### config.mk
export PLATFORM = sky130hd
export DESIGN_NAME = icu_top
export DESIGN_NICKNAME = d
export VERILOG_FILES = /design/src/core/icu_pkg.sv /design/src/core/icu_edge_unit.sv /design/src/core/icu_timer.sv /design/src/core/icu_top.sv
export VERILOG_INCLUDE_DIRS = /design/src /design/src/core
export SDC_FILE = /design/constraint.sdc
export NUM_CORES = 1
export LEC_CHECK = 0
export ABC_AREA = 1
export BUFFER_PORTS_ARGS = -buffer_cell sky130_fd_sc_hd__buf_2
export CORE_ASPECT_RATIO = 0.5
export CORE_MARGIN = 4
export CORE_UTILIZATION = 40
export DETAILED_ROUTE_END_ITERATION = 7
export HOLD_SLACK_MARGIN = 0.02
export SYNTH_ARGS = -nofsm -noshare
export SYNTH_HDL_FRONTEND = slang
export SYNTH_HIERARCHICAL = 1
export SYNTH_SLANG_ARGS = --single-unit
### constraint.sdc
create_clock -name clk_sys_i -period 2.35 [get_ports clk_sys_i]
set_input_delay 0.235 -clock clk_sys_i [delete_from_list [all_inputs] [get_ports clk_sys_i]]
set_output_delay 0.235 -clock clk_sys_i [all_outputs]
set_load 0.01 [all_outputs]
### src/core/icu_map.svh
// Register indices, field positions, codes and reset values of the input capture unit
// Notes on behaviour
// - Each unit picks one of three timers
// - Qualifying pin event copies selected timer count
// - Mode picks falling, rising, 4th or 16th rise
// - Every capture sets the unit event flag
// - New capture overwrites an unread held value
// - Output pin port writes can trigger captures
// - Units 2 and 3 follow pin route bits
// - Mode change may raise a spurious flag
// - Prescaler held clear outside capture mode
// - Any reset clears the prescaler counter
// - Prescale switch keeps count, may falsely capture
// - Timer clock: system, instruction, secondary, external
// - Internal clocked timer holds during sleep
// - External clocked capture continues during sleep
`ifndef ICU_MAP_SVH
`define ICU_MAP_SVH
// Word indices; byte address is four times the index
`define ICU_IDX_CTRL_BASE 6'h00
`define ICU_IDX_VAL_BASE 6'h05
`define ICU_IDX_TSEL_A 6'h0F
`define ICU_IDX_TSEL_B 6'h10
`define ICU_IDX_FLAG 6'h11
`define ICU_IDX_IEN 6'h12
`define ICU_IDX_ROUTE 6'h13
`define ICU_IDX_DIR 6'h14
`define ICU_IDX_LAT 6'h15
`define ICU_IDX_TCTL_BASE 6'h16
`define ICU_IDX_TCNT_BASE 6'h19
// Fields
`define ICU_MODE_LSB 0
`define ICU_TSEL1_LSB 0
`define ICU_TSEL2_LSB 3
`define ICU_TSEL3_LSB 6
`define ICU_TSEL4_LSB 0
`define ICU_TSEL5_LSB 2
`define ICU_ROUTE_U2_BIT 0
`define ICU_ROUTE_U3_BIT 2
`define ICU_TCTL_ON_BIT 0
`define ICU_TCTL_SRC_LSB 1
// Codes and masks
`define ICU_MODE_OFF 4'h0
`define ICU_MODE_FALL 4'h4
`define ICU_MODE_RISE 4'h5
`define ICU_MODE_RISE4 4'h6
`define ICU_MODE_RISE16 4'h7
`define ICU_PS4_MASK 4'h3
`define ICU_PS16_MASK 4'hF
`define ICU_INSTR_DIV_LAST 2'h3
`define ICU_CTRL_MASK 8'hFF
`define ICU_CTRL45_MASK 8'h3F
`define ICU_TSEL_A_MASK 8'hDB
`define ICU_TSEL_B_MASK 8'h0F
`define ICU_UNIT_MASK 8'h1F
`define ICU_ROUTE_MASK 8'h05
`define ICU_TCTL_MASK 8'h07
// Reset values
`define ICU_RST_CTRL 8'h00
`define ICU_RST_VAL 16'h0000
`define ICU_RST_TSEL 8'h00
`define ICU_RST_FLAG 5'h00
`define ICU_RST_ROUTE 8'h01
`define ICU_RST_DIR 5'h1F
`define ICU_RST_TCTL 8'h00
`endif

### src/core/icu_pkg.sv
// Types and shared helper functions of the input capture unit
`default_nettype none
`include "icu_map.svh"
package icu_pkg;
  typedef enum logic [1:0] {
    ICU_SRC_INSTR = 2'b00,
    ICU_SRC_SYS = 2'b01,
    ICU_SRC_SOSC = 2'b10,
    ICU_SRC_EXT = 2'b11
  } icu_clk_src_e;
  typedef logic [15:0] icu_count_t;
  typedef logic [3:0] icu_mode_t;
  function automatic logic icu_is_capture(input icu_mode_t m);
    return (m == `ICU_MODE_FALL) || (m == `ICU_MODE_RISE) ||
           (m == `ICU_MODE_RISE4) || (m == `ICU_MODE_RISE16);
  endfunction : icu_is_capture
  function automatic logic [1:0] icu_timer_index(input logic [1:0] sel);
    return (sel == 2'h3) ? 2'h0 : sel;
  endfunction : icu_timer_index
  function automatic logic icu_at(input logic [5:0] a, input logic [5:0] base, input int off);
    return a == 6'(base + 6'(off));
  endfunction : icu_at
endpackage : icu_pkg
`default_nettype wire

### src/core/icu_edge_unit.sv
// Pin synchroniser, edge detector and edge prescaler of one capture unit
`timescale 1ns/1ps
`default_nettype none
`include "icu_map.svh"
module icu_edge_unit (
  // Clock and reset
  input wire logic clk_sys_i,
  input wire logic rst_n_i,
  input wire logic ce_i,
  // Pin level and mode
  input wire logic pin_i,
  input wire icu_pkg::icu_mode_t mode_i,
  // Capture event
  output logic capture_o
);
  logic sync1_r, sync2_r, prev_r, rise, fall;
  logic [3:0] pscnt_r;
  always_ff @(posedge clk_sys_i or negedge rst_n_i) begin
    if (!rst_n_i) begin
      sync1_r <= 1'b0;
      sync2_r <= 1'b0;
      prev_r <= 1'b0;
    end else if (ce_i) begin
      sync1_r <= pin_i;
      sync2_r <= sync1_r;
      prev_r <= sync2_r;
    end
  end
  assign rise = sync2_r & ~prev_r;
  assign fall = ~sync2_r & prev_r;
  // Count is kept across prescale changes, so switching can fire early
  always_ff @(posedge clk_sys_i or negedge rst_n_i) begin
    if (!rst_n_i) begin
      pscnt_r <= 4'h0;
    end else if (ce_i) begin
      if (!icu_pkg::icu_is_capture(mode_i)) pscnt_r <= 4'h0;
      else if (rise) pscnt_r <= pscnt_r + 4'h1;
    end
  end
  always_comb begin
    case (mode_i)
      `ICU_MODE_FALL: capture_o = fall;
      `ICU_MODE_RISE: capture_o = rise;
      `ICU_MODE_RISE4: capture_o = rise && ((pscnt_r & `ICU_PS4_MASK) == `ICU_PS4_MASK);
      `ICU_MODE_RISE16: capture_o = rise && (pscnt_r == `ICU_PS16_MASK);
      default: capture_o = 1'b0;
    endcase
  end
endmodule : icu_edge_unit
`default_nettype wire

### src/core/icu_timer.sv
// One 16-bit capture time base with clock source choice and sleep hold
`timescale 1ns/1ps
`default_nettype none
`include "icu_map.svh"
module icu_timer (
  // Clock and reset
  input wire logic clk_sys_i,
  input wire logic rst_n_i,
  input wire logic ce_i,
  // Control
  input wire logic on_i,
  input wire icu_pkg::icu_clk_src_e src_i,
  input wire logic sleep_i,
  input wire logic sosc_i,
  input wire logic ext_clk_i,
  input wire logic load_lo_i,
  input wire logic load_hi_i,
  input wire logic [15:0] load_val_i,
  // Count
  output icu_pkg::icu_count_t count_o
);
  logic [1:0] div_r;
  logic sosc_prev_r, ext_prev_r, tick;
  always_ff @(posedge clk_sys_i or negedge rst_n_i) begin
    if (!rst_n_i) begin
      div_r <= 2'h0;
      sosc_prev_r <= 1'b0;
      ext_prev_r <= 1'b0;
    end else if (ce_i) begin
      if (!sleep_i) div_r <= div_r + 2'h1;
      sosc_prev_r <= sosc_i;
      ext_prev_r <= ext_clk_i;
    end
  end
  always_comb begin
    case (src_i)
      icu_pkg::ICU_SRC_INSTR: tick = !sleep_i && (div_r == `ICU_INSTR_DIV_LAST);
      icu_pkg::ICU_SRC_SYS: tick = !sleep_i;
      icu_pkg::ICU_SRC_SOSC: tick = sosc_i & ~sosc_prev_r;
      icu_pkg::ICU_SRC_EXT: tick = ext_clk_i & ~ext_prev_r;
      default: tick = 1'b0;
    endcase
  end
  always_ff @(posedge clk_sys_i or negedge rst_n_i) begin
    if (!rst_n_i) begin
      count_o <= 16'h0000;
    end else if (ce_i) begin
      if (load_lo_i || load_hi_i) begin
        if (load_lo_i) count_o[7:0] <= load_val_i[7:0];
        if (load_hi_i) count_o[15:8] <= load_val_i[15:8];
      end else if (on_i && tick) begin
        count_o <= count_o + 16'h0001;
      end
    end
  end
endmodule : icu_timer
`default_nettype wire

### src/core/icu_top.sv
// Five-unit input capture block with three time bases behind a Wishbone slave
//
// The register offsets and the Wishbone slave port were decided locally.
`timescale 1ns/1ps
`default_nettype none
`include "icu_map.svh"
module icu_top #(
  parameter int NUM_UNITS = 5,
  parameter int NUM_TIMERS = 3
) (
  // Clock, reset and clock enable
  input wire logic clk_sys_i,
  input wire logic rst_n_i,
  input wire logic ce_i,
  // Wishbone classic slave
  input wire logic wb_cyc_i,
  input wire logic wb_stb_i,
  input wire logic wb_we_i,
  input wire logic [7:0] wb_adr_i,
  input wire logic [3:0] wb_sel_i,
  input wire logic [31:0] wb_dat_i,
  output logic [31:0] wb_dat_o,
  output logic wb_ack_o,
  // Capture pins
  input wire logic unit1_pin_i,
  input wire logic port_b_bit3_pin_i,
  input wire logic port_c_bit1_pin_i,
  input wire logic port_c_bit6_pin_i,
  input wire logic port_b_bit5_pin_i,
  input wire logic unit4_pin_i,
  input wire logic unit5_pin_i,
  // Pin drive when a unit pin is set as output
  output logic [4:0] pin_out_o,
  output logic [4:0] pin_oe_o,
  // Time base clock inputs and power state
  input wire logic sleep_i,
  input wire logic sosc_i,
  input wire logic [2:0] timer_external_clock_in_i,
  // Status
  output logic [4:0] capture_flag_o
);

  // ****************************************************************
  // Declarations
  // ****************************************************************
  logic [7:0] ctrl_r [NUM_UNITS];
  icu_pkg::icu_count_t val_r [NUM_UNITS];
  logic [7:0] tsel_a_r;
  logic [7:0] tsel_b_r;
  logic [4:0] flag_r;
  logic [4:0] flag_nxt;
  logic [4:0] ien_r;
  logic [7:0] route_r;
  logic [4:0] dir_r;
  logic [4:0] lat_r;
  logic [7:0] tctl_r [NUM_TIMERS];
  icu_pkg::icu_count_t tcount [NUM_TIMERS];
  logic [NUM_TIMERS-1:0] tld_lo;
  logic [NUM_TIMERS-1:0] tld_hi;
  logic [1:0] tidx [NUM_UNITS];
  logic [4:0] pad;
  logic [4:0] sensed;
  logic [4:0] cap_evt;
  logic ack_r;
  logic [31:0] dat_r;
  logic [31:0] rd_data;
  logic [4:0] pin_out_r;
  logic [4:0] pin_oe_r;
  logic [5:0] idx;
  logic bus_req;
  logic wr_en;
  logic wr_lane0;
  logic wr_lane1;

  // ****************************************************************
  // Bus decode
  // ****************************************************************
  // Only lane 0 carries the 8-bit registers; lane 1 adds the timer high byte
  assign idx = wb_adr_i[7:2];
  assign bus_req = wb_cyc_i & wb_stb_i & ~ack_r;
  assign wr_en = bus_req & wb_we_i;
  assign wr_lane0 = wr_en & wb_sel_i[0];
  assign wr_lane1 = wr_en & wb_sel_i[1];

  // ****************************************************************
  // Unit control registers
  // ****************************************************************
  always_ff @(posedge clk_sys_i or negedge rst_n_i) begin
    if (!rst_n_i) begin
      for (int u = 0; u < NUM_UNITS; u++) begin
        ctrl_r[u] <= `ICU_RST_CTRL;
      end
    end else if (ce_i) begin
      for (int u = 0; u < NUM_UNITS; u++) begin
        if (wr_lane0 && icu_pkg::icu_at(idx, `ICU_IDX_CTRL_BASE, u)) begin
          ctrl_r[u] <= wb_dat_i[7:0] & ((u >= 3) ? `ICU_CTRL45_MASK : `ICU_CTRL_MASK);
        end
      end
    end
  end

  // ****************************************************************
  // Timer selection
  // ****************************************************************
  always_ff @(posedge clk_sys_i or negedge rst_n_i) begin
    if (!rst_n_i) begin
      tsel_a_r <= `ICU_RST_TSEL;
      tsel_b_r <= `ICU_RST_TSEL;
    end else if (ce_i) begin
      if (wr_lane0 && idx == `ICU_IDX_TSEL_A) begin
        tsel_a_r <= wb_dat_i[7:0] & `ICU_TSEL_A_MASK;
      end
      if (wr_lane0 && idx == `ICU_IDX_TSEL_B) begin
        tsel_b_r <= wb_dat_i[7:0] & `ICU_TSEL_B_MASK;
      end
    end
  end

  // Each unit reaches its own time base independently
  always_comb begin
    tidx[0] = icu_pkg::icu_timer_index(tsel_a_r[`ICU_TSEL1_LSB +: 2]);
    tidx[1] = icu_pkg::icu_timer_index(tsel_a_r[`ICU_TSEL2_LSB +: 2]);
    tidx[2] = icu_pkg::icu_timer_index(tsel_a_r[`ICU_TSEL3_LSB +: 2]);
    tidx[3] = icu_pkg::icu_timer_index(tsel_b_r[`ICU_TSEL4_LSB +: 2]);
    tidx[4] = icu_pkg::icu_timer_index(tsel_b_r[`ICU_TSEL5_LSB +: 2]);
  end

  // ****************************************************************
  // Time bases
  // ****************************************************************
  for (genvar t = 0; t < NUM_TIMERS; t++) begin : g_timer
    assign tld_lo[t] = wr_lane0 && icu_pkg::icu_at(idx, `ICU_IDX_TCNT_BASE, t);
    assign tld_hi[t] = wr_lane1 && icu_pkg::icu_at(idx, `ICU_IDX_TCNT_BASE, t);
    icu_timer u_timer (
      .clk_sys_i(clk_sys_i),
      .rst_n_i(rst_n_i),
      .ce_i(ce_i),
      .on_i(tctl_r[t][`ICU_TCTL_ON_BIT]),
      .src_i(icu_pkg::icu_clk_src_e'(tctl_r[t][`ICU_TCTL_SRC_LSB +: 2])),
      .sleep_i(sleep_i),
      .sosc_i(sosc_i),
      .ext_clk_i(timer_external_clock_in_i[t]),
      .load_lo_i(tld_lo[t]),
      .load_hi_i(tld_hi[t]),
      .load_val_i(wb_dat_i[15:0]),
      .count_o(tcount[t])
    );
  end

  always_ff @(posedge clk_sys_i or negedge rst_n_i) begin
    if (!rst_n_i) begin
      for (int t = 0; t < NUM_TIMERS; t++) begin
        tctl_r[t] <= `ICU_RST_TCTL;
      end
    end else if (ce_i) begin
      for (int t = 0; t < NUM_TIMERS; t++) begin
        if (wr_lane0 && icu_pkg::icu_at(idx, `ICU_IDX_TCTL_BASE, t)) begin
          tctl_r[t] <= wb_dat_i[7:0] & `ICU_TCTL_MASK;
        end
      end
    end
  end

  // ****************************************************************
  // Pin routing and direction
  // ****************************************************************
  // An output pin senses its own port latch, so a port write looks like an edge
  always_comb begin
    pad[0] = unit1_pin_i;
    pad[1] = route_r[`ICU_ROUTE_U2_BIT] ? port_c_bit1_pin_i : port_b_bit3_pin_i;
    pad[2] = route_r[`ICU_ROUTE_U3_BIT] ? port_b_bit5_pin_i : port_c_bit6_pin_i;
    pad[3] = unit4_pin_i;
    pad[4] = unit5_pin_i;
    for (int u = 0; u < NUM_UNITS; u++) begin
      sensed[u] = dir_r[u] ? pad[u] : lat_r[u];
    end
  end

  always_ff @(posedge clk_sys_i or negedge rst_n_i) begin
    if (!rst_n_i) begin
      route_r <= `ICU_RST_ROUTE;
    end else if (ce_i) begin
      if (wr_lane0 && idx == `ICU_IDX_ROUTE) begin
        route_r <= wb_dat_i[7:0] & `ICU_ROUTE_MASK;
      end
    end
  end

  always_ff @(posedge clk_sys_i or negedge rst_n_i) begin
    if (!rst_n_i) begin
      dir_r <= `ICU_RST_DIR;
      lat_r <= 5'h00;
    end else if (ce_i) begin
      if (wr_lane0 && idx == `ICU_IDX_DIR) begin
        dir_r <= wb_dat_i[4:0];
      end
      if (wr_lane0 && idx == `ICU_IDX_LAT) begin
        lat_r <= wb_dat_i[4:0];
      end
    end
  end

  always_ff @(posedge clk_sys_i or negedge rst_n_i) begin
    if (!rst_n_i) begin
      pin_out_r <= 5'h00;
      pin_oe_r <= 5'h00;
    end else if (ce_i) begin
      pin_out_r <= lat_r;
      pin_oe_r <= ~dir_r;
    end
  end

  // ****************************************************************
  // Edge detection per unit
  // ****************************************************************
  for (genvar u = 0; u < NUM_UNITS; u++) begin : g_unit
    icu_edge_unit u_edge (
      .clk_sys_i(clk_sys_i),
      .rst_n_i(rst_n_i),
      .ce_i(ce_i),
      .pin_i(sensed[u]),
      .mode_i(ctrl_r[u][`ICU_MODE_LSB +: 4]),
      .capture_o(cap_evt[u])
    );
  end

  // ****************************************************************
  // Captured values
  // ****************************************************************
  // A capture beats a software write in the same cycle; the old value is lost
  always_ff @(posedge clk_sys_i or negedge rst_n_i) begin
    if (!rst_n_i) begin
      for (int u = 0; u < NUM_UNITS; u++) begin
        val_r[u] <= `ICU_RST_VAL;
      end
    end else if (ce_i) begin
      for (int u = 0; u < NUM_UNITS; u++) begin
        if (cap_evt[u]) begin
          val_r[u] <= tcount[tidx[u]];
        end else begin
          if (wr_lane0 && icu_pkg::icu_at(idx, `ICU_IDX_VAL_BASE, 2 * u)) begin
            val_r[u][7:0] <= wb_dat_i[7:0];
          end
          if (wr_lane0 && icu_pkg::icu_at(idx, `ICU_IDX_VAL_BASE, 2 * u + 1)) begin
            val_r[u][15:8] <= wb_dat_i[7:0];
          end
        end
      end
    end
  end

  // ****************************************************************
  // Event flags and enables
  // ****************************************************************
  // Software clears by writing zero; a capture in that cycle still sets
  always_comb begin
    flag_nxt = flag_r;
    if (wr_lane0 && idx == `ICU_IDX_FLAG) begin
      flag_nxt = wb_dat_i[4:0];
    end
    flag_nxt = flag_nxt | cap_evt;
  end

  always_ff @(posedge clk_sys_i or negedge rst_n_i) begin
    if (!rst_n_i) begin
      flag_r <= `ICU_RST_FLAG;
    end else if (ce_i) begin
      flag_r <= flag_nxt;
    end
  end

  always_ff @(posedge clk_sys_i or negedge rst_n_i) begin
    if (!rst_n_i) begin
      ien_r <= 5'h00;
    end else if (ce_i) begin
      if (wr_lane0 && idx == `ICU_IDX_IEN) begin
        ien_r <= wb_dat_i[4:0];
      end
    end
  end

  // ****************************************************************
  // Read path
  // ****************************************************************
  always_comb begin
    rd_data = 32'h0000_0000;
    for (int u = 0; u < NUM_UNITS; u++) begin
      if (icu_pkg::icu_at(idx, `ICU_IDX_CTRL_BASE, u)) begin
        rd_data[7:0] = ctrl_r[u];
      end
      if (icu_pkg::icu_at(idx, `ICU_IDX_VAL_BASE, 2 * u)) begin
        rd_data[7:0] = val_r[u][7:0];
      end
      if (icu_pkg::icu_at(idx, `ICU_IDX_VAL_BASE, 2 * u + 1)) begin
        rd_data[7:0] = val_r[u][15:8];
      end
    end
    for (int t = 0; t < NUM_TIMERS; t++) begin
      if (icu_pkg::icu_at(idx, `ICU_IDX_TCTL_BASE, t)) begin
        rd_data[7:0] = tctl_r[t];
      end
      if (icu_pkg::icu_at(idx, `ICU_IDX_TCNT_BASE, t)) begin
        rd_data[15:0] = tcount[t];
      end
    end
    case (idx)
      `ICU_IDX_TSEL_A: rd_data[7:0] = tsel_a_r;
      `ICU_IDX_TSEL_B: rd_data[7:0] = tsel_b_r;
      `ICU_IDX_FLAG: rd_data[4:0] = flag_r;
      `ICU_IDX_IEN: rd_data[4:0] = ien_r;
      `ICU_IDX_ROUTE: rd_data[7:0] = route_r;
      `ICU_IDX_DIR: rd_data[4:0] = dir_r;
      `ICU_IDX_LAT: rd_data[4:0] = lat_r;
      default: rd_data = rd_data;
    endcase
  end

  // ****************************************************************
  // Bus answer
  // ****************************************************************
  // One wait state; ack drops the cycle after it is given, even if stb stays
  always_ff @(posedge clk_sys_i or negedge rst_n_i) begin
    if (!rst_n_i) begin
      ack_r <= 1'b0;
      dat_r <= 32'h0000_0000;
    end else if (ce_i) begin
      ack_r <= bus_req;
      if (bus_req && !wb_we_i) begin
        dat_r <= rd_data;
      end
    end
  end

  // ****************************************************************
  // Outputs
  // ****************************************************************
  assign wb_ack_o = ack_r;
  assign wb_dat_o = dat_r;
  assign pin_out_o = pin_out_r;
  assign pin_oe_o = pin_oe_r;
  assign capture_flag_o = flag_r;

endmodule : icu_top
`default_nettype wire
==> results of run 1 <==
synthesized netlist by cell type (7+ instances only):
library cell               count
sky130_fd_sc_hd__clkbuf_1     57
sky130_fd_sc_hd__buf_1        10
sky130_fd_sc_hd__ha_1         11
sky130_fd_sc_hd__nor2_1      200
sky130_fd_sc_hd__nand4_1      38
sky130_fd_sc_hd__nor2_4       19
sky130_fd_sc_hd__a221oi_1     11
sky130_fd_sc_hd__mux2_2        9
sky130_fd_sc_hd__o22ai_1      37
sky130_fd_sc_hd__inv_1       199
sky130_fd_sc_hd__nand2_1     685
sky130_fd_sc_hd__a211oi_1     81
sky130_fd_sc_hd__o21ai_1      18
sky130_fd_sc_hd__buf_2        10
sky130_fd_sc_hd__nand2_2      22
sky130_fd_sc_hd__nor2_2       19
sky130_fd_sc_hd__o211ai_1     10
sky130_fd_sc_hd__buf_4        19
sky130_fd_sc_hd__buf_6         7
sky130_fd_sc_hd__or2_2        10
sky130_fd_sc_hd__inv_2        16
sky130_fd_sc_hd__o21ai_0     244
sky130_fd_sc_hd__o21bai_1     10
sky130_fd_sc_hd__o221ai_1     47
sky130_fd_sc_hd__nand3_1      93
sky130_fd_sc_hd__o21ai_2      20
sky130_fd_sc_hd__a21oi_1      31
sky130_fd_sc_hd__nand3_2      10
sky130_fd_sc_hd__o21a_1       46
sky130_fd_sc_hd__dfrtp_1     273
cells in the final DEF (no fill, tap or decap), types with 6 or more instances in the layout:
cell                            instances
sky130_fd_sc_hd__o21ai_1               18
sky130_fd_sc_hd__buf_4                 70
sky130_fd_sc_hd__o21ai_0              244
sky130_fd_sc_hd__a221oi_1              11
sky130_fd_sc_hd__o22ai_1               37
sky130_fd_sc_hd__inv_1                199
sky130_fd_sc_hd__o21ai_2               20
sky130_fd_sc_hd__nand3_2               11
sky130_fd_sc_hd__nor2_1               194
sky130_fd_sc_hd__a211oi_1              81
sky130_fd_sc_hd__nor2_4                20
sky130_fd_sc_hd__o221ai_1              47
sky130_fd_sc_hd__nand3_1               92
sky130_fd_sc_hd__or2_2                 10
sky130_fd_sc_hd__o21bai_1              10
sky130_fd_sc_hd__o21a_1                46
sky130_fd_sc_hd__dfstp_2                6
sky130_fd_sc_hd__clkinv_2               8
sky130_fd_sc_hd__nand2_1              683
sky130_fd_sc_hd__conb_1                16
sky130_fd_sc_hd__dlygate4sd3_1         15
sky130_fd_sc_hd__nor2_2                24
sky130_fd_sc_hd__mux2_2                 9
sky130_fd_sc_hd__nand2_2               24
sky130_fd_sc_hd__clkbuf_8               7
sky130_fd_sc_hd__mux2i_1                6
sky130_fd_sc_hd__o211ai_1              10
sky130_fd_sc_hd__dfrtp_1              273
sky130_fd_sc_hd__clkbuf_1               7
sky130_fd_sc_hd__buf_2                 72
sky130_fd_sc_hd__inv_2                 16
sky130_fd_sc_hd__ha_1                  11
sky130_fd_sc_hd__clkbuf_16             31
sky130_fd_sc_hd__nand4_1               38
sky130_fd_sc_hd__a21oi_1               31
power breakdown:
part | switching [mW] | internal, mW | leakage, nW
sequential | 0.175 | 5.04 | 3.64
clock | 2.11 | 2.96 | 0.507
combinational | 0.657 | 0.377 | 4.41
total | 2.94 | 8.38 | 8.56
logic make-up after synthesis:
| group | Yosys count | synth area share, % |
|---|---|---|
| AND/OR/NAND/NOR | 1115 | 28.1 |
| AO/OA/AOI/OAI | 579 | 21.4 |
| buffers and inverters | 324 | 7.98 |
| flip-flops | 279 | 40.4 |
| multiplexers | 15 | 0.934 |
| adder cells (fa/ha/maj) | 11 | 0.796 |
| XOR/XNOR | 8 | 0.405 |
| other | 1 | 0.0217 |
critical path: stages (launching register included):
cell and delay, ns:
sky130_fd_sc_hd__dfrtp_1 0.39, sky130_fd_sc_hd__nor2_1 0.24, sky130_fd_sc_hd__nand3_1 0.35, sky130_fd_sc_hd__nor2_1 0.43
sky130_fd_sc_hd__nor2_4 0.10, sky130_fd_sc_hd__inv_2 0.28, sky130_fd_sc_hd__mux2i_1 0.23, sky130_fd_sc_hd__o21ai_1 0.08
registers in the layout, indices dropped and copies added, names as in the netlist, 5 cells and up:
name                     count
val_r                       80
g_timer.u_timer/count_o     48
ctrl_r                      36
g_unit.u_edge/pscnt_r       20
wb_dat_o                    16
tctl_r                       9
g_timer.u_timer/div_r        6
tsel_a_r                     6
capture_flag_o               5
dir_r                        5
g_unit.u_edge/prev_r         5
g_unit.u_edge/sync1_r        5
g_unit.u_edge/sync2_r        5
ien_r                        5
lat_r                        5
pin_oe_o                     5
pin_out_o                    5
final timing paths:
| check | startpoint | endpoint | slack, ns |
|---|---|---|---|
| max | wb_ack_o | g_timer[2].u_timer/count_o[8] | 0.12 |
| min | wb_dat_i[12] | g_timer[2].u_timer/count_o[12] | 0.03 |
| max reg2reg | wb_ack_o | g_timer[2].u_timer/count_o[8] | 0.12 |
| min reg2reg | pin_out_o[2] | pin_out_o[2] | 0.47 |
| max in group asynchronous | rst_n_i | dir_r[1] | 1.46 |
| min in group asynchronous | rst_n_i | g_timer[1].u_timer/count_o[4] | 0.11 |
through the flow:
step / util [%] / total power, mW
6_report: 46.6 / 11.3
5_1_grt: 46.6 / 11.7
4_1_cts: 46.5 / 11.4
3_5_place_dp: 43.7 / 6.31
3_3_place_gp: 43.7 / 6.28
2_1_floorplan: - / 5.80
cell type report:
| class | instances | area, µm² |
|---|---|---|
| flip-flops and latches | 279 | 6990 |
| fillers | 4251 | 22600 |
| well taps | 577 | 722 |
| multi-input cells | 1744 | 9010 |
| repair buffers | 162 | 1130 |
| clock buffers | 45 | 898 |
| inverters | 219 | 828 |
| clock inverters | 10 | 131 |
per-layer routing:
metal	vias up	GRT usage (%)	part of all wire, %
met4	0	6.80	2.9
met3	129	4.23	9.1
li1	8034	-	-
met1	7880	38.2	46
met5	-	0	0
met2	739	37.4	42
repair_timing:
action,4_1_cts,5_1_grt
setup buffers,0,1
hold buffers,15,0
endpoints found under the hold margin,292,0
setup endpoints to repair,19,99
pin swaps,0,1
resized for setup,2,5
gates cloned,0,0
==> results summary, run 1 <==
The flow ran to the end, and the final reports show no timing, DRC or antenna violations. The die span in x came out at 302 µm. The initialized floorplan defines 53 standard-cell rows. The final weighted congestion in routability-driven placement came out at 0.998. The first global-routing pass estimated 92300 µm of wire.

The worst-case clock buffer depth came out at 3. The worst reg2reg path depth is 7. sky130_fd_sc_hd__dfrtp_1 takes more of the synthesized area than any other cell.

The post-route worst setup slack came out at 0.118 ns. The clock-pin transition on the worst setup and hold timing paths is 0.07 ns. The worst setup path is of the register to register kind. The count of endpoints failing hold in the final timing report was 0. The worst hold path was traced through 5 stages. The final design area excluding fillers came out at 19700 µm². Cells with a size suffix above 1 make up 14.4% of the layout. The minimum period implied by the final worst setup slack came out at 2.23 ns. The worst-case IR drop observed on VDD is 0.549 mV.

At the placement stage, the worst setup path has a slack of -0.254 ns. The count of antenna diodes in the layout came out at 0. TritonCTS built the clock tree. Global routing finished with a remaining overflow of 0. Derived from the worst setup path, the maximum achievable clock frequency is 448 MHz. The area share of the largest cell type after synthesis is 39.5%. The overall global routing resource usage is 25.3%. After synthesis, the netlist uses 57 different library cells. The total number of H-tree levels came out at 1. The worst setup path is captured at a register. In this run the tool buffered the top-level ports with 73 buffer cells.

Final hold analysis gives a worst-case slack of 0.0292 ns. The die height is 155 µm. The tree built by TritonCTS fans out to 279 sinks. Summed over all failing endpoints, the final setup total negative slack is 0 ns.

Setup repair after global routing could not meet its margin everywhere. The via count of the first global-routing pass came out at 15403. The number of synthesized flops with an enable pin came out at 0. For this design the top-level I/O count stands at 110. The number of placed instances, taps included came out at 2965. The area after detailed placement came out at 18500 µm².

The worst min-delay path class is input port to register. For the worst setup path, the data arrival time is 2.70 ns. The count of nets left with antenna violations once routing finished came out at 0. The static leakage power is 8.56 nW. The final routed DRC violation total is 0.

Once layout is complete, the cells apart from fillers number 3036. For this design the ratio of total power to cell area is 574 nW/µm². The maximum net fanout on the critical path is 16. The initial antenna violation count was 0.

The post-detailed-route wirelength per cell came out at 19.7 µm. The floorplan step defined a core boundary enclosing 42300 µm². The average instance area after synthesis came out at 7.41 µm². The count of TritonRoute iterations in the first routing pass came out at 6. Summing every instance area after synthesis gives 17300 µm². Yosys attributes the largest share of cell area to sky130_fd_sc_hd__dfrtp_1 40%, sky130_fd_sc_hd__nand2_1 15%, sky130_fd_sc_hd__o21ai_0 7.1%, sky130_fd_sc_hd__nor2_1 4.3%, sky130_fd_sc_hd__inv_1 4.3%. The number of max-slew violations in the final report came out at 0. Clock tree synthesis selected as its root buffer the cell sky130_fd_sc_hd__clkbuf_16. The routed layout has 16782 vias. In the synthesized netlist the async set-or-reset flop fraction comes to 100%.

The TritonCTS buffer count came out at 30. Dividing the detail-routed via count by the number of cells gives 5.53. Across the run, the number of max-cap violations was 0. The element type at the critical path start is a register. The post-layout net count came out at 2509. The final setup skew is 0.0173 ns.

The total die area came out at 46800 µm². The detailed router finished its first iteration with 1871 violations. The gate count after technology mapping is 2332. The share of the cycle needed by the critical path after routing is 95.0%. The dominant register cell in the synthesized netlist is sky130_fd_sc_hd__dfrtp_1. The layout overhead on the synthesized area came out at 14.0%. The register area share after synthesis is 40.4%.

The relative slew slack came out at 42.3%. The HPWL after detailed placement is 43900 µm. The maximum number of pins on one net before global-route repair is 83.

The number of synthesized register bits is 279. The clock network latency to the later pin of the worst-skew pair is 0.58 ns. The total number of yosys warnings came out at 6. The pin slew with the least headroom to its limit came out at 0.864 ns. For this block, the routed nets add up to 59900 µm of wire. The number of setup violations in the final report is 0. The initial core utilization is 40.9%. At the worst endpoint, the required time is 2.82 ns.
(Power assumes the default switching activity.)
==> run 2, diff against run 1 <==
- clock period: 2.35 -> 1.9 ns (I/O delays scaled with it)
==> results summary, run 2 (synthesized netlist as in run 1, its figures left out) <==
The run finished with clean final reports. The kind of cell with the highest combined delay along the critical path is simple AND/OR/NAND/NOR gates. The pin slew with the least headroom to its limit came out at 0.744 ns (-0.120 ns). The count of antenna diodes in the layout came out at 0 (unchanged). The detailed-route wire length came out at 63400 µm (+5.9%). The total die area came to 46800 µm² (unchanged).

TritonCTS built the clock tree. The count of TritonRoute iterations in the first routing pass came out at 6 (unchanged). The total number of H-tree levels is 1 (unchanged). The signal on the critical path passes through buf_6, nand2_2, o211ai_1, o21ai_1, nand4_1, o21ai_1, nand3_1, nand2_1, nand2_1, nand2_1, nand3_1, nand2_1, nand4_1, nand2_1, nand2_1. The post-layout utilization of the core is 50.4% (+3.8 points).

In the layout the commonest cells are 668 x sky130_fd_sc_hd__nand2_1, 271 x sky130_fd_sc_hd__dfrtp_1, 241 x sky130_fd_sc_hd__o21ai_0. The final cell count without fillers came out at 3193 (+5.2%). The count of endpoints failing hold in the final timing report is 0 (unchanged).

The worst register-to-register path ends at wb_dat_o[3]. The overall global routing resource usage is 26.6% (+1.3 points). The post-layout net count came out at 2667 (+6.3%). The most common cell after layout, fill and taps aside is sky130_fd_sc_hd__nand2_1. The root cell of the clock tree is sky130_fd_sc_hd__clkbuf_16.

The worst-case clock buffer depth was 3 (unchanged). The power per cell area is 657 nW/µm² (+14%). The worst endpoint data arrival time is 2.30 ns (-0.40 ns). The minimum period implied by the final worst setup slack came out at 1.85 ns (-0.377 ns). The number of max-cap violations was 0 (unchanged). The via count of the first global-routing pass came to 16116 (+4.6%). The total number of clock tree sinks is 279 (unchanged). The number of max-slew violations in the final report is 0 (unchanged).

The clock-pin transition on the worst setup and hold timing paths is 0.06 ns (about the same). The relative slew slack was 50.3% (+8.0 points). In this run the worst hold path is classified as input port to register.

The area after detailed placement was 19700 µm² (+6.5%). The first-pass GRT wire length is 96800 µm (+4.9%). The worst slack at placement is -0.375 ns (-0.121 ns). Setup repair after global routing could not meet its margin everywhere. The total I/O pin count is 110 (unchanged). The largest registers in the layout are val_r: 80 flops, g_timer.u_timer/count_o: 48 flops, ctrl_r: 36 flops.

The floorplan row count is 53 (unchanged). The maximum resistive drop on vdd is 0.641 mV (+17%). The per-cell via count in the routed design is 5.47 (-1.0%). The die height is 155 µm (unchanged).

The reg2reg setup slack is 0.05 ns (-0.07 ns). The final design area excluding fillers came to 21300 µm² (+8.2%). The startpoint identified for the worst register-to-register timing path is ctrl_r[35].

The initial core utilization came out at 40.9% (unchanged). The number of buffer cells added on primary ports came out at 73 (unchanged). The power consumption came out at 14.0 mW (+24%). The post-detailed-route wirelength per cell is 19.9 µm (+0.74%).

The capture point of the critical path is wb_dat_o[3]. The final setup skew is 0.0202 ns (+0.00286 ns). The initial antenna violation count is 0 (unchanged). The register containing the most flip-flops in the final layout is val_r. The number of flip-flops under the largest register name was 80 (unchanged). The critical path starts at ctrl_r[35]. The clock network latency to the later pin of the worst-skew pair is 0.57 ns (about the same).

The maximum clock frequency came to 539 MHz (+20%). The die span in x came out at 302 µm (unchanged). The worst reg2reg path depth came to 15 (+8). The number of logic stages on the critical path including buffering came out at 15 (+8). The worst setup path is of the register to register kind. The total via count after detailed routing is 17465 (+4.1%).

The type of destination of the critical path is a register. The static leakage power is 9.43 nW (+10%). The TritonCTS buffer count came out at 28 (-6.7%).

The number of violations reported at the end of detailed-routing iteration 0 is 1914 (+2.3%). In this design, the critical path's most frequently occurring cell is sky130_fd_sc_hd__nand2_1. The maximum net fanout on the critical path came to 2 (-14). On the critical path, the stage with the largest delay is an instance of sky130_fd_sc_hd__dfrtp_1.

The sum of net half-perimeters after detailed placement came out at 47000 µm (+7.0%). The data required time of the critical path is 2.35 ns (-0.47 ns). The share of the cycle needed by the critical path after routing is 97.6% (+2.7 points). The post-route worst setup slack came out at 0.0453 ns (-0.0731 ns). The number of setup violations in the final report came to 0 (unchanged). The layout overhead on the synthesized area came out at 23.4%.

The biggest cell delay along the critical path is 0.39 ns (-0.04 ns). The total overflow reported by the global router is 0 (unchanged). STA classifies the critical path startpoint as a register. The area of the core came out at 42300 µm² (unchanged). The buffering stage count on the worst path with inverters included was 1 (unchanged). The final routed DRC violation total was 0 (unchanged). The final weighted congestion in routability-driven placement is 0.922 (-7.6%). The proportion of layout cells with a drive suffix above 1 came out at 20.6% (+6.1 points).

The number of placed instances, taps included came out at 3102 (+4.6%). The maximum number of pins on one net before global-route repair is 57 (-31%). The remaining number of nets flagged by the antenna check after routing is 0 (unchanged).
## run 2: changes by cell type in the layout (fill, tap and decap cells not counted), moves of 5 or more
cell / delta
sky130_fd_sc_hd__buf_4: +122
sky130_fd_sc_hd__clkbuf_8: -5
sky130_fd_sc_hd__nand2_1: -15
sky130_fd_sc_hd__nand2_2: +15
sky130_fd_sc_hd__dlygate4sd3_1: +11
sky130_fd_sc_hd__buf_6: +7
sky130_fd_sc_hd__nor2_4: +5
sky130_fd_sc_hd__buf_12: +16
sky130_fd_sc_hd__a21boi_0: -5
## run 2: stage by stage
stage,TNS [ns],hold slack (ns)
floorplan,0,-0.106
global placement,-4.99,0.164
detailed placement,-6.12,0.166
CTS,-0.00440,0.0234
global route,-0.366,0.0452
finish,0,0.0303
## run 2: worst reg2reg max path, stage by stage, from the launching register on
cell and delay [ns]:
sky130_fd_sc_hd__dfrtp_1 0.39, sky130_fd_sc_hd__buf_6 0.13, sky130_fd_sc_hd__nand2_2 0.06, sky130_fd_sc_hd__o211ai_1 0.08, sky130_fd_sc_hd__o21ai_1 0.09, sky130_fd_sc_hd__nand4_1 0.13, sky130_fd_sc_hd__o21ai_1 0.12, sky130_fd_sc_hd__nand3_1 0.08
sky130_fd_sc_hd__nand2_1 0.08, sky130_fd_sc_hd__nand2_1 0.08, sky130_fd_sc_hd__nand2_1 0.08, sky130_fd_sc_hd__nand3_1 0.07, sky130_fd_sc_hd__nand2_1 0.06, sky130_fd_sc_hd__nand4_1 0.15, sky130_fd_sc_hd__nand2_1 0.10, sky130_fd_sc_hd__nand2_1 0.05
## run 2: what timing repair did
action	CTS	global route
hold endpoints to repair	196	0
gates resized for setup	5	71
setup endpoints to repair	25	126
buffers inserted	0	11
gates cloned	0	2
hold buffers	26	0
pin swaps	0	20
## run 2: cell type report
| cell class | count | area [µm²] |
|---|---|---|
| clock inverters | 15 | 216 |
| clock buffers | 37 | 776 |
| inverters | 219 | 832 |
| fillers | 4139 | 21000 |
| flip-flops and latches | 279 | 6990 |
| repair buffers | 322 | 2640 |
| multi-input cells | 1744 | 9150 |
| well taps | 577 | 722 |
## run 2: layer usage
metal	global-route usage, %	wire, µm	vias up
met1	39.8	29500	8226
met3	4.99	5560	134
met2	39.5	26500	763
li1	-	-	8342
met4	6.87	1920	0
met5	0	0	-
## run 2: power breakdown
part	total (mW)	internal [mW]	switching, mW
Combinational	1.44	0.563	0.877
Sequential	6.46	6.23	0.225
Clock	6.11	3.56	2.55
## run 2: worst min path at each step
stage / startpoint / end / slack [ns] / cells past startpoint
final: wb_dat_i[6] / g_timer[0].u_timer/count_o[6] / 0.03 / 5
after global routing: wb_dat_i[6] / g_timer[0].u_timer/count_o[6] / 0.05 / 5
after CTS: wb_dat_i[6] / g_timer[0].u_timer/count_o[6] / 0.02 / 5
after detailed placement: rst_n_i / g_timer[1].u_timer/count_o[10] / 0.17 / 1
after global placement: rst_n_i / g_timer[1].u_timer/count_o[10] / 0.16 / 1
after floorplan: rst_n_i / capture_flag_o[0] / -0.11 / 0
